[src/sleep_gate_map.vh]
// Register offsets, field positions, reset values and mode codes of the sleep port gate
`ifndef SLEEP_GATE_MAP_VH
`define SLEEP_GATE_MAP_VH

// ----------------------------------------------------------------------------
// Register map
// ----------------------------------------------------------------------------
`define SPCG_OFFSET      12'h0118
`define SPCG_RESET       32'h0000_0000
`define SPCG_WMASK       32'h0000_00ff
`define SPCG_PORTS       8
`define SPCG_PORT_A      0
`define SPCG_PORT_H      7
// Bus-visible mirrors of the run/deep-sleep enables, auto-gating and power mode
`define SPCG_STAT_OFFSET 12'h011c

// ----------------------------------------------------------------------------
// Power modes
// ----------------------------------------------------------------------------
`define MODE_RUN         2'b00
`define MODE_SLEEP       2'b01
`define MODE_DEEP        2'b10

// ----------------------------------------------------------------------------
// AXI4-Lite responses
// ----------------------------------------------------------------------------
`define RESP_OKAY        2'b00
`define RESP_SLVERR      2'b10

`endif

[src/sleep_port_clock_gate.v]
// Sleep-mode port clock gating register with AXI4-Lite slave and fault detection
//
// Function
// [RULE1] A port is clocked while its selected gate bit is 1 and unclocked while it is 0.
// [RULE2] A bus access to a port whose clock is gated off is answered with a bus fault.
// [RULE3] The sleep gate register resets to all zeros, leaving every port unclocked; the code does so only in Sleep with auto clock gating on.
// [RULE4] Bit 7 gates port H down through bit 0 gating port A.
// [RULE5] Bits 31 to 8 are read-only zero; software preserves them in read-modify-write.
// [RULE6] This register gates ports only in Sleep; run and deep-sleep use their own registers.
// [RULE7] Sleep gating from this register applies only when auto clock gating is enabled.
// [RULE8] Software enables each needed port itself; hardware enables none on its own.
// [RULE9] With auto clock gating clear, Sleep keeps the run-mode enables and ignores this one.
`timescale 1ns/100ps
module sleep_port_clock_gate (
  // Clock and reset
  input  wire        sys_clk,
  input  wire        arst_n,
  // AXI4-Lite write address
  input  wire [11:0] s_axi_awaddr,
  input  wire        s_axi_awvalid,
  output reg         s_axi_awready,
  // AXI4-Lite write data
  input  wire [31:0] s_axi_wdata,
  input  wire [3:0]  s_axi_wstrb,
  input  wire        s_axi_wvalid,
  output reg         s_axi_wready,
  // AXI4-Lite write response
  output reg  [1:0]  s_axi_bresp,
  output reg         s_axi_bvalid,
  input  wire        s_axi_bready,
  // AXI4-Lite read address
  input  wire [11:0] s_axi_araddr,
  input  wire        s_axi_arvalid,
  output reg         s_axi_arready,
  // AXI4-Lite read data
  output reg  [31:0] s_axi_rdata,
  output reg  [1:0]  s_axi_rresp,
  output reg         s_axi_rvalid,
  input  wire        s_axi_rready,
  // Mode and sibling gating registers
  input  wire [1:0]  power_mode,
  input  wire        auto_clock_gating_enable,
  input  wire [7:0]  run_port_clock_gate,
  input  wire [7:0]  deep_sleep_port_clock_gate,
  // Port clock enables, bit 0 port A to bit 7 port H
  output reg  [7:0]  port_clk_en,
  // Port access fault check
  input  wire        port_acc_valid,
  input  wire [2:0]  port_acc_sel,
  output reg         port_bus_fault
);
`include "sleep_gate_map.vh"

  // --------------------------------------------------------------------------
  // Storage
  // --------------------------------------------------------------------------
  reg  [7:0]  gate_ff;
  reg  [11:0] waddr_ff;
  reg  [31:0] wdata_ff;
  reg  [3:0]  wstrb_ff;
  reg         have_aw_ff;
  reg         have_w_ff;
  wire [7:0]  port_en;
  wire        acc_fault;

  // Full-width copies of the map constants so every slice below is explicit
  localparam [31:0] GATE_RST   = `SPCG_RESET;
  localparam [31:0] GATE_WMASK = `SPCG_WMASK;
  localparam [11:0] GATE_ADDR  = `SPCG_OFFSET;
  localparam [11:0] STAT_ADDR  = `SPCG_STAT_OFFSET;

  // Named port bits of the gate register
  wire        port_a_gate = gate_ff[0]; // [RULE4]
  wire        port_b_gate = gate_ff[1];
  wire        port_c_gate = gate_ff[2];
  wire        port_d_gate = gate_ff[3];
  wire        port_e_gate = gate_ff[4];
  wire        port_f_gate = gate_ff[5];
  wire        port_g_gate = gate_ff[6];
  wire        port_h_gate = gate_ff[7];
  wire [7:0]  sleep_port_clock_gate = {port_h_gate, port_g_gate, port_f_gate, port_e_gate,
                                       port_d_gate, port_c_gate, port_b_gate, port_a_gate};

  // --------------------------------------------------------------------------
  // Enable selection and fault detection
  // --------------------------------------------------------------------------
  port_gate_sel u_sel (
    .power_mode                 (power_mode),
    .auto_clock_gating_enable   (auto_clock_gating_enable),
    .run_port_clock_gate        (run_port_clock_gate),
    .sleep_port_clock_gate      (sleep_port_clock_gate),
    .deep_sleep_port_clock_gate (deep_sleep_port_clock_gate),
    .port_en                    (port_en)
  );

  port_fault_chk u_fault (
    .acc_valid (port_acc_valid),
    .acc_port  (port_acc_sel),
    .port_en   (port_en),
    .acc_fault (acc_fault)
  );

  // Registered outputs; enable follows the selected bit one cycle later
  always @(posedge sys_clk or negedge arst_n) begin
    if (!arst_n) begin
      port_clk_en    <= 8'h00;
      port_bus_fault <= 1'b0;
    end else begin
      port_clk_en    <= port_en;   // [RULE1]
      port_bus_fault <= acc_fault; // [RULE2]
    end
  end

  // --------------------------------------------------------------------------
  // AXI4-Lite write path
  // --------------------------------------------------------------------------
  wire aw_hs   = s_axi_awvalid & s_axi_awready;
  wire w_hs    = s_axi_wvalid & s_axi_wready;
  wire aw_now  = have_aw_ff | aw_hs;
  wire w_now   = have_w_ff | w_hs;
  wire [11:0] wa = have_aw_ff ? waddr_ff : s_axi_awaddr;
  wire [31:0] wd = have_w_ff ? wdata_ff : s_axi_wdata;
  wire [3:0]  ws = have_w_ff ? wstrb_ff : s_axi_wstrb;
  wire wr_go   = aw_now & w_now & ~s_axi_bvalid;
  wire wr_hit  = (wa[11:2] == GATE_ADDR[11:2]);
  wire wr_stat = (wa[11:2] == STAT_ADDR[11:2]);

  // Address and data accepted in either order; one write in flight
  always @(posedge sys_clk or negedge arst_n) begin
    if (!arst_n) begin
      gate_ff       <= GATE_RST[7:0];  // [RULE3]
      waddr_ff      <= 12'h000;
      wdata_ff      <= 32'h0000_0000;
      wstrb_ff      <= 4'h0;
      have_aw_ff    <= 1'b0;
      have_w_ff     <= 1'b0;
      s_axi_awready <= 1'b0;
      s_axi_wready  <= 1'b0;
      s_axi_bvalid  <= 1'b0;
      s_axi_bresp   <= `RESP_OKAY;
    end else begin
      if (aw_hs) begin
        waddr_ff <= s_axi_awaddr;
      end
      if (w_hs) begin
        wdata_ff <= s_axi_wdata;
        wstrb_ff <= s_axi_wstrb;
      end
      if (wr_go) begin
        have_aw_ff   <= 1'b0;
        have_w_ff    <= 1'b0;
        s_axi_bvalid <= 1'b1;
        // Only the low byte holds state; upper bits are dropped
        if (wr_hit && ws[0]) begin
          gate_ff <= wd[7:0] & GATE_WMASK[7:0]; // [RULE4] [RULE5]
        end
        s_axi_bresp <= (wr_hit || wr_stat) ? `RESP_OKAY : `RESP_SLVERR;
      end else begin
        have_aw_ff <= aw_now;
        have_w_ff  <= w_now;
        if (s_axi_bvalid && s_axi_bready) begin
          s_axi_bvalid <= 1'b0;
        end
      end
      // Ready one cycle after reset, dropped while a channel holds its item
      s_axi_awready <= ~(aw_now & ~wr_go) & ~(s_axi_awready & s_axi_awvalid & ~w_now);
      s_axi_wready  <= ~(w_now & ~wr_go) & ~(s_axi_wready & s_axi_wvalid & ~aw_now);
    end
  end

  // --------------------------------------------------------------------------
  // AXI4-Lite read path
  // --------------------------------------------------------------------------
  wire ar_hs   = s_axi_arvalid & s_axi_arready;
  wire rd_hit  = (s_axi_araddr[11:2] == GATE_ADDR[11:2]);
  wire rd_stat = (s_axi_araddr[11:2] == STAT_ADDR[11:2]);

  // Status word: run enables, deep enables, auto gating, mode
  wire [31:0] stat_word = {13'h0000, power_mode, auto_clock_gating_enable,
                           deep_sleep_port_clock_gate, run_port_clock_gate};

  // Single read in flight; arready falls while the answer waits
  always @(posedge sys_clk or negedge arst_n) begin
    if (!arst_n) begin
      s_axi_arready <= 1'b0;
      s_axi_rvalid  <= 1'b0;
      s_axi_rdata   <= 32'h0000_0000;
      s_axi_rresp   <= `RESP_OKAY;
    end else begin
      if (ar_hs) begin
        s_axi_arready <= 1'b0;
        s_axi_rvalid  <= 1'b1;
        if (rd_hit) begin
          s_axi_rdata <= {24'h00_0000, gate_ff}; // [RULE5]
          s_axi_rresp <= `RESP_OKAY;
        end else if (rd_stat) begin
          s_axi_rdata <= stat_word;
          s_axi_rresp <= `RESP_OKAY;
        end else begin
          s_axi_rdata <= 32'h0000_0000;
          s_axi_rresp <= `RESP_SLVERR;
        end
      end else if (s_axi_rvalid && s_axi_rready) begin
        s_axi_rvalid  <= 1'b0;
        s_axi_arready <= 1'b1;
      end else if (!s_axi_rvalid) begin
        s_axi_arready <= 1'b1;
      end
    end
  end
endmodule

[src/port_gate_sel.v]
// Per-port clock enable selection across run, sleep and deep-sleep modes
`timescale 1ns/100ps
module port_gate_sel (
  // Mode inputs
  input  wire [1:0] power_mode,
  input  wire       auto_clock_gating_enable,
  // Enable sources
  input  wire [7:0] run_port_clock_gate,
  input  wire [7:0] sleep_port_clock_gate,
  input  wire [7:0] deep_sleep_port_clock_gate,
  // Selected enables
  output wire [7:0] port_en
);
`include "sleep_gate_map.vh"

  // One selector per port; sleep/deep registers only matter with auto gating on
  genvar i;
  generate
    for (i = 0; i < `SPCG_PORTS; i = i + 1) begin : g_port
      assign port_en[i] =
        !auto_clock_gating_enable ? run_port_clock_gate[i] :                // [RULE9]
        (power_mode == `MODE_SLEEP) ? sleep_port_clock_gate[i] :            // [RULE6] [RULE7]
        (power_mode == `MODE_DEEP)  ? deep_sleep_port_clock_gate[i] :
                                      run_port_clock_gate[i];
    end
  endgenerate
endmodule

[src/port_fault_chk.v]
// Bus fault detection for accesses aimed at an unclocked port
`timescale 1ns/100ps
module port_fault_chk (
  // Access request
  input  wire       acc_valid,
  input  wire [2:0] acc_port,
  // Current port enables
  input  wire [7:0] port_en,
  // Result
  output wire       acc_fault
);
  // A gated port cannot answer, so any access to it faults
  assign acc_fault = acc_valid & ~port_en[acc_port]; // [RULE2]
endmodule

[config.mk]
export PLATFORM = sky130hd
export DESIGN_NAME = sleep_port_clock_gate
export DESIGN_NICKNAME = d
export VERILOG_FILES = /design/src/sleep_port_clock_gate.v /design/src/port_gate_sel.v /design/src/port_fault_chk.v
export VERILOG_INCLUDE_DIRS = /design/src
export SDC_FILE = /design/constraint.sdc
export NUM_CORES = 1
export LEC_CHECK = 0
export ABC_AREA = 1
export BUFFER_PORTS_ARGS = -buffer_cell sky130_fd_sc_hd__buf_2
export CAP_MARGIN = 20
export CORE_ASPECT_RATIO = 1.2
export CORE_MARGIN = 1.5
export CORE_UTILIZATION = 49
export CTS_CLUSTER_SIZE = 25
export DETAILED_ROUTE_END_ITERATION = 10
export PLACE_DENSITY = 0.86
export SLEW_MARGIN = 15
export SYNTH_ARGS = -nofsm -noshare
export SYNTH_HDL_FRONTEND = slang
export SYNTH_HIERARCHICAL = 1
export SYNTH_SLANG_ARGS = --single-unit
export TNS_END_PERCENT = 10
[constraint.sdc]
create_clock -name sys_clk -period 1.5 [get_ports sys_clk]
set_input_delay 0.15 -clock sys_clk [delete_from_list [all_inputs] [get_ports sys_clk]]
set_output_delay 0.15 -clock sys_clk [all_outputs]
set_load 0.05 [all_outputs]
Word-level counts from Yosys, hierarchy flattened:

Cells that the tools add are included.

* bits of input ports: 90
* ROM bits: 0
* memories kept: 0
* register bits after elaboration: 81
* RAM bits: 0
* bits in latches: 0
* logic and storage cells: 97

* equal/unequal tests: 7
* shift-type cells: 0
* magnitude comparators: 1
* mux-type cells: 43
* multiply operators: 0
* $add $sub $neg: 0
* bitwise gates (word level): 23
* divide/modulo/power cells: 0
* reduce and logical (&&, ||, !) cells: 7

Operator list (number)
* $eq 10x7->1 const B: 4
* $mux 1: 35
* $mux 32: 1
* $mux 19: 1
* $and 1x1->1: 12
* $mux 12: 1
* $not 1->1: 9
* $mux 8: 1
* $mux 2: 3
* $lt 3x4->1 const B: 1
* $reduce_bool 2->1: 2
* $bmux 1 s3: 1
* $logic_and 1x1->1: 3
* $ne 3x1->1 const B: 1
* $eq 2x1->1 const B: 1
* $eq 2x2->1 const B: 1
* $or 1x1->1: 2
* $reduce_and 2->1: 1
* $logic_or 1x1->1: 1

Depth between registers and ports, before layout:

Gate-level depths: netlist (run 1).

* word-level depth: 8
* depth in mapped cells: 13
* mapped depth without buffers: 12

By module:

Netlist (run 1), hierarchy kept.

Modules (own cells, without submodules)
* sleep_port_clock_gate: sequential area each 1601.5 µm², area an instance 2954.1 µm², cells an instance 338, instances 1
* port_gate_sel: sequential area each 0.0 µm², area an instance 391.6 µm², cells an instance 89, instances 1
* port_fault_chk: sequential area each 0.0 µm², area an instance 81.3 µm², cells an instance 20, instances 1

Least setup slack after synthesis (run 1):

OpenSTA, ideal clock, no wires.

* path kind: reg-to-reg
* from: register s_axi_awready
* to: register gate_ff[0]
* data arrival time: 1418 ps
* buffers on the path: 0
* cell stages (with the launch flop): 8
* period minus slack after synthesis: 1534 ps
* data required time: 1384 ps
* setup time: 116 ps
* path slack: -34 ps
* cells stage by stage: dfrtp_1 > nand2_2 > nand2_2 > nand3_4 > nor2_8 > nand2_4 > nand2_1 > nand2_1

* cells in the longest elaborated chain, start to end: 5

Ends and longest elaborated chain
* from (decl): RTL line sleep_port_clock_gate.v:21 `output reg s_axi_awready,`
* from (signal assigned): RTL line sleep_port_clock_gate.v:166 `s_axi_awready <= ~(aw_now & ~wr_go) & ~(s_axi_awready & s_axi_awvalid & ~w_now);`
* $and 1x1->1: RTL line sleep_port_clock_gate.v:117 `wire aw_hs = s_axi_awvalid & s_axi_awready;`
* $or 1x1->1: RTL line sleep_port_clock_gate.v:119 `wire aw_now = have_aw_ff | aw_hs;`
* $and 1x1->1 (2 in a row): RTL line sleep_port_clock_gate.v:124 `wire wr_go = aw_now & w_now & ~s_axi_bvalid;`
* $reduce_and 2->1 (no line)
* to (signal assigned): RTL line sleep_port_clock_gate.v:131 `gate_ff <= GATE_RST[7:0];`
* to (signal assigned): RTL line sleep_port_clock_gate.v:155 `gate_ff <= wd[7:0] & GATE_WMASK[7:0];`
* to (decl): RTL line sleep_port_clock_gate.v:57 `reg [7:0] gate_ff;`

No other way between the ends.
A chain may end at the register's enable or synchronous reset.

Final worst setup path (run 1):

* from: register s_axi_arready
* to: register s_axi_rdata[8]

* cells in the longest elaborated chain, start to end: 1

Ends and longest elaborated chain
* from (decl): RTL line sleep_port_clock_gate.v:34 `output reg s_axi_arready,`
* from (signal assigned): RTL line sleep_port_clock_gate.v:185 `s_axi_arready <= 1'b0;`
* from (signal assigned): RTL line sleep_port_clock_gate.v:191 `s_axi_arready <= 1'b0;`
* from (signal assigned): RTL line sleep_port_clock_gate.v:205 `s_axi_arready <= 1'b1;`
* $and 1x1->1: RTL line sleep_port_clock_gate.v:174 `wire ar_hs = s_axi_arvalid & s_axi_arready;`
* to (signal assigned): RTL line sleep_port_clock_gate.v:194 `s_axi_rdata <= {24'h00_0000, gate_ff};`
* to (signal assigned): RTL line sleep_port_clock_gate.v:197 `s_axi_rdata <= stat_word;`
* to (decl): RTL line sleep_port_clock_gate.v:36 `output reg [31:0] s_axi_rdata,`

No other way between the ends.

==> impl_metrics.json, run 1 <==
{
  "regArea_um2": 1604,
  "critPathCaptureType": "register",
  "r2r-end": "s_axi_rdata[8]",
  "hold_violations": 0,
  "syn-cell-area_um2": 3427,
  "synth_cell_types": 26,
  "max_freq_mhz": 735.5,
  "min_period_ps": 1360,
  "ys_ff_latch": 64,
  "clk_pin_slew_ps": 70,
  "crit_arrival_ps": 1610,
  "reg2reg_setup_slack_ps": 140,
  "start_kind": "register",
  "cpPeakStageDelay_ps": 380,
  "post-cts-setup-buffer-count": 0,
  "min_to": "port_bus_fault",
  "outcome": "completed",
  "rsz0062_at_grt": "false",
  "cts_buffers": 9,
  "crit_chain": "nand2_1 -> nor2_1 -> nand3_2 -> o21ai_0",
  "reg2regPathDepth": 4,
  "die_h_um": 94.61,
  "power_density_nw_per_um2": 1347,
  "start_util": 0.5030,
  "cp_num_buf_inv": 0,
  "critPathSlowestCell": "dfrtp_1",
  "track_usage": 0.2046,
  "cp.required_ps": 1750,
  "vias": 3046,
  "grt_pass1_vias": 2835,
  "worstSetupPathType": "reg2reg",
  "nets": 638,
  "setup_ws_ps": 140.4,
  "multi_input_area_um2": 1351,
  "peakVddDrop_mv": 1.420,
  "holdWs_ps": 42.42,
  "vias_per_cell": 4.759,
  "synth-edff-count": 0,
  "drt_iter0_markers": 256,
  "wl_per_cell_um": 11.04,
  "cts_resized": 0,
  "first_pass_iters": 4,
  "synth_flop_cell": "dfrtp_1",
  "hold_path_startpoint": "port_acc_valid",
  "hold_depth": 3,
  "drc": 0,
  "final_common_cell": "nand2_1",
  "critical-path-top-delay-family": "simple AND/OR/NAND/NOR gates",
  "critPathMaxFanout": 11,
  "place_ws_ps": 160.3,
  "die_w_um": 79.35,
  "clk_path_buf_depth": 2,
  "setup_viol": 0,
  "port_buffers": 93,
  "final_cell_mix": "149 x nand2_1, 93 x buf_2, 81 x inv_1",
  "syn_area_per_cell_um2": 7.667,
  "coreArea_um2": 6813,
  "die-area_um2": 7507,
  "skew_ps": 9.770,
  "ant_nets": 0,
  "area_growth_syn_to_layout_pct": 21.94,
  "syn-instance-count": 447,
  "r2r_start": "s_axi_arready",
  "ys_warn_count": 6,
  "setup-tns-final_ps": 0,
  "async_flop_share": 1.000,
  "period_share": 0.9064,
  "grt_max_degree": 65,
  "grt_overflow": 0,
  "wirelength_mm": 7.064,
  "synth-seq-area-share": 0.4673,
  "gp_congestion": 0.8763,
  "cts_tree": "done",
  "num_rows": 33,
  "cts_root_buf": "clkbuf_8",
  "drive_above_1_share": 0.2821,
  "hp-class": "in2reg",
  "place_hpwl_mm": 5.276,
  "drv_cap": 0,
  "clock_latency_ps": 340,
  "final_max_slew_viol_count": 0,
  "grt_pass1_wl_mm": 11.92,
  "diodes": 0,
  "leakage_nw": 2.491,
  "antenna_found_initial": 0,
  "clkSinkCount": 64,
  "ios": 140,
  "htreeDepth": 3,
  "fillCellCount": 614
}
## cells in the mapped netlist (2+ instances only)
master / n / area [µm²]
nand4_1: 16 / 100.1
o21ai_2: 10 / 87.58
nand3_2: 2 / 20.02
mux2_2: 2 / 22.52
nand2_4: 2 / 22.52
nand2_1: 149 / 559.3
buf_4: 16 / 120.1
nand3_1: 29 / 145.1
nor2_2: 3 / 18.77
buf_6: 5 / 56.30
o21ai_1: 2 / 10.01
nand2_2: 9 / 56.30
nor2_1: 8 / 30.03
inv_2: 5 / 18.77
inv_1: 81 / 304.0
nor2_4: 2 / 22.52
dfrtp_1: 64 / 1602
clkbuf_1: 5 / 18.77
o21ai_0: 30 / 150.1
## worst max path at each step
stage | depth (start not counted) | start | to | slack, ps
floorplan | 5 | s_axi_arready | s_axi_rdata[10] | 100
global placement | 4 | s_axi_arready | s_axi_rdata[8] | 230
detailed placement | 4 | s_axi_arready | s_axi_rdata[8] | 160
CTS | 4 | s_axi_arready | s_axi_rdata[8] | 130
global route | 4 | s_axi_arready | s_axi_rdata[8] | 30
finish | 4 | s_axi_arready | s_axi_rdata[8] | 140
## layout make-up
| class | instances | share of cell area |
|---|---|---|
| Clock buffer | 10 | 0.03293 |
| Clock inverter | 6 | 0.02216 |
| Inverter | 87 | 0.07814 |
| Multi-Input combinational cell | 283 | 0.3234 |
| Sequential cell | 64 | 0.3838 |
| Tap cell | 87 | 0.02605 |
| Timing Repair Buffer | 103 | 0.1335 |
## per-stage QoR
| stage | cells | util | instance area, µm² | power, W |
|---|---|---|---|---|
| final | 640 | 0.6134 | 4179 | 0.005627 |
| after floorplan | 461 | - | 3482 | 0.003598 |
| after global placement | 622 | 0.5767 | 3929 | 0.003916 |
| after detailed placement | 622 | 0.5767 | 3929 | 0.003980 |
| after global routing | 640 | 0.6134 | 4179 | 0.006005 |
| after CTS | 640 | 0.6134 | 4179 | 0.005680 |
## power breakdown
group	switching (W)	total, W	internal, W	leakage, nW
registers	0.000204	0.00230	0.00210	0.816
logic	0.00114	0.00165	0.000508	1.57
clock network	0.000688	0.00167	0.000985	0.109
## layer usage
metal,GRT usage,vias up,part of all wire
met5,0,-,0
met4,0.1053,0,0.021
li1,-,1535,-
met1,0.2330,1390,0.42
met3,0.03285,11,0.059
met2,0.3675,110,0.50
## cells by family after synthesis
| group | share of synthesized area |
|---|---|
| other | 0.001094 |
| buffers and inverters | 0.1537 |
| flip-flops | 0.4673 |
| multiplexers | 0.006571 |
| AND/OR/NAND/NOR | 0.2976 |
| AO/OA/AOI/OAI | 0.07375 |
## state kept, by name, summed over array words and instances, names as in the netlist, 8 cells and up
signal       cells
wdata_ff         8
gate_ff          8
port_clk_en      8
waddr_ff        10
s_axi_rdata     19
## worst reg2reg max path: cells and delay by family (launching register included)
family / cells / cell delay [ps]
AO/OA/AOI/OAI: 1 / 260
flip-flops: 1 / 380
AND/OR/NAND/NOR: 3 / 630
## repair_timing
item                       CTS  global route
hold buffers                 2             0
hold endpoints to repair    65             0
setup endpoints to repair    0             0
Note: power is estimated with default switching activity, not from simulation.
==> run 2, diff against run 1 <==
--- a/config.mk
+++ b/config.mk
@@ -7,14 +7,14 @@
 export NUM_CORES = 1
 export LEC_CHECK = 0
 export ABC_AREA = 1
-export BUFFER_PORTS_ARGS = -buffer_cell sky130_fd_sc_hd__buf_2
 export CAP_MARGIN = 20
 export CORE_ASPECT_RATIO = 1.2
 export CORE_MARGIN = 1.5
-export CORE_UTILIZATION = 49
+export CORE_UTILIZATION = 61
 export CTS_CLUSTER_SIZE = 25
 export DETAILED_ROUTE_END_ITERATION = 10
-export PLACE_DENSITY = 0.86
+export DONT_BUFFER_PORTS = 1
+export PLACE_DENSITY = 0.77
 export SLEW_MARGIN = 15
 export SYNTH_ARGS = -nofsm -noshare
 export SYNTH_HDL_FRONTEND = slang
==> run 2 against run 1 <==
  * The run now ends with design-rule violations, negative hold slack left
  * Clock skew fell by 3.0 ps
  * First-iteration DRC count fell by 12%
  * Maximum frequency rose by 5.5%
  * Clock power fell by 9.6%
  * Routed wire length rose by 3.8%
  * Critical path depth rose by 4
  * Sequential share of layout area rose by 1.6 points
  * Core utilization rose by 13 points
  * Critical path type unchanged
==> impl_metrics.json, run 2 (synthesis gave the netlist of run 1 again) <==
{
  "outcome": "finished with violations",
  "violations": "design-rule violations, negative hold slack",
  "cp.required_ps": 1740,
  "grt_max_degree": 65,
  "power_density_nw_per_um2": 1352,
  "vias": 2816,
  "cts_root_buf": "clkbuf_8",
  "gp_congestion": 0.8873,
  "wl_met2_mm": 3.714,
  "fin_util": 0.7474,
  "clock_latency_ps": 340,
  "grt_overflow": 0,
  "largest_reg_flops": 19,
  "clk_pin_slew_ps": 70,
  "die-area_um2": 6079,
  "area_growth_syn_to_layout_pct": 17.12,
  "start_util": 0.6382,
  "fin_total_pwr_w": 0.005426,
  "largestRegisters": "s_axi_rdata x19, waddr_ff x10",
  "switching_share": 0.3619,
  "track_usage": 0.2669,
  "cts_tree": "done",
  "critPathMaxFanout": 9,
  "drive_above_1_share": 0.1365,
  "diodes": 0,
  "leakage_nw": 2.244,
  "highest_layer": "met4",
  "dpl_cell_area_um2": 3457,
  "post-cts-setup-buffer-count": 0,
  "drc": 11,
  "r2r_start": "have_aw_ff",
  "rsz0062_at_grt": "false",
  "power_frac_seq": 0.452,
  "period_share": 0.8588,
  "antenna_found_initial": 0,
  "switching_power_w": 0.001964,
  "cts_hold_buffers": 35,
  "peakVddDrop_mv": 1.270,
  "ant_nets": 0,
  "port_buffers": 0,
  "wl_met1_mm": 2.892,
  "crit_arrival_ps": 1520,
  "final_common_cell": "nand2_1",
  "routed-wl-met3_um": 503,
  "grt_pass1_vias": 2748,
  "worstSetupPathType": "reg2reg",
  "p_clk_frac": 0.279,
  "place_hpwl_mm": 5.002,
  "die_h_um": 85.11,
  "dp_cells": 509,
  "power_frac_comb": 0.269,
  "hp-class": "in2async",
  "max_freq_mhz": 776.2,
  "setup_viol": 0,
  "start_kind": "register",
  "final_cell_mix": "149 x nand2_1, 81 x inv_1, 62 x dfrtp_1",
  "p_int_w": 0.003462,
  "ios": 140,
  "hold_violations": 64,
  "holdWs_ps": -504.8,
  "skew_ps": 6.775,
  "coreArea_um2": 5370,
  "min_period_ps": 1288,
  "stdcell_area_um2": 4014,
  "layoutNonFillerInstCount": 560,
  "drt_iter0_markers": 225,
  "nets": 583,
  "top_register": "s_axi_rdata",
  "cts_buffers": 9,
  "wl_per_cell_um": 13.10,
  "num_rows": 29,
  "clkSinkCount": 64,
  "htreeDepth": 3,
  "die_w_um": 71.43,
  "setup-tns-final_ps": 0,
  "crit_start": "have_aw_ff",
  "first_pass_iters": 7,
  "cts_resized": 0,
  "vias_per_cell": 5.029,
  "final_max_slew_viol_count": 0,
  "drv_cap": 0,
  "clk_path_buf_depth": 2,
  "critPathCaptureType": "register",
  "wirelength_mm": 7.334,
  "grt_pass1_wl_mm": 12.36
}
==> run 2: critical path, stage by stage, from the launching register on <==
cell and delay [ps]:
dfrtp_1 400, inv_1 120, nand2_1 60, o21ai_1 70, nand2_1 140, nor2_8 180, nand2_4 100, nand2_1 70
nand2_1 50
==> run 2: worst paths after layout <==
path / to / slack (ps) / depth (start not counted)
setup / recovery: gate_ff[5] / 210 / 8
hold / removal: s_axi_rdata[15] / -500 / 0
setup reg to reg: gate_ff[5] / 210 / 8
hold reg to reg: waddr_ff[5] / 490 / 2
max in group asynchronous: s_axi_awready / 1870 / 0
min in group sys_clk: waddr_ff[9] / 0 / 2
==> run 2: per-stage QoR <==
stage	setup WS (ps)	hold slack [ps]
2_1_floorplan	102.9	-145.6
3_3_place_gp	241.5	-144.3
3_5_place_dp	212.7	-144.3
4_1_cts	196.1	-529.0
5_1_grt	54.70	-530.7
6_report	211.7	-504.8
==> run 2: per-layer routing <==
layer / up-vias / track usage
met2: 98 / 0.4477
li1: 1426 / -
met1: 1273 / 0.3061
met4: 0 / 0.1311
met5: - / 0
met3: 19 / 0.08432
==> run 2: power groups by stage <==
stage | Sequential [W] | Clock (W) | Combinational [W]
after floorplan | 0.00259 | 0 | 0.00101
after global routing | 0.00249 | 0.00162 | 0.00166
final | 0.00245 | 0.00151 | 0.00146
after global placement | 0.00245 | 0 | 0.00134
after CTS | 0.00245 | 0.00155 | 0.00146
after detailed placement | 0.00247 | 0 | 0.00138
==> run 2: area by class of cell <==
cell class                 count  area [µm²]
sequential                    64        1604
fill                         415        1356
clock inverter                 5       55.05
timing repair buffer          48       447.9
tap                           62       77.57
clock buffer                  11       151.4
multi-input combinational    283        1351
inverter                      87       326.6
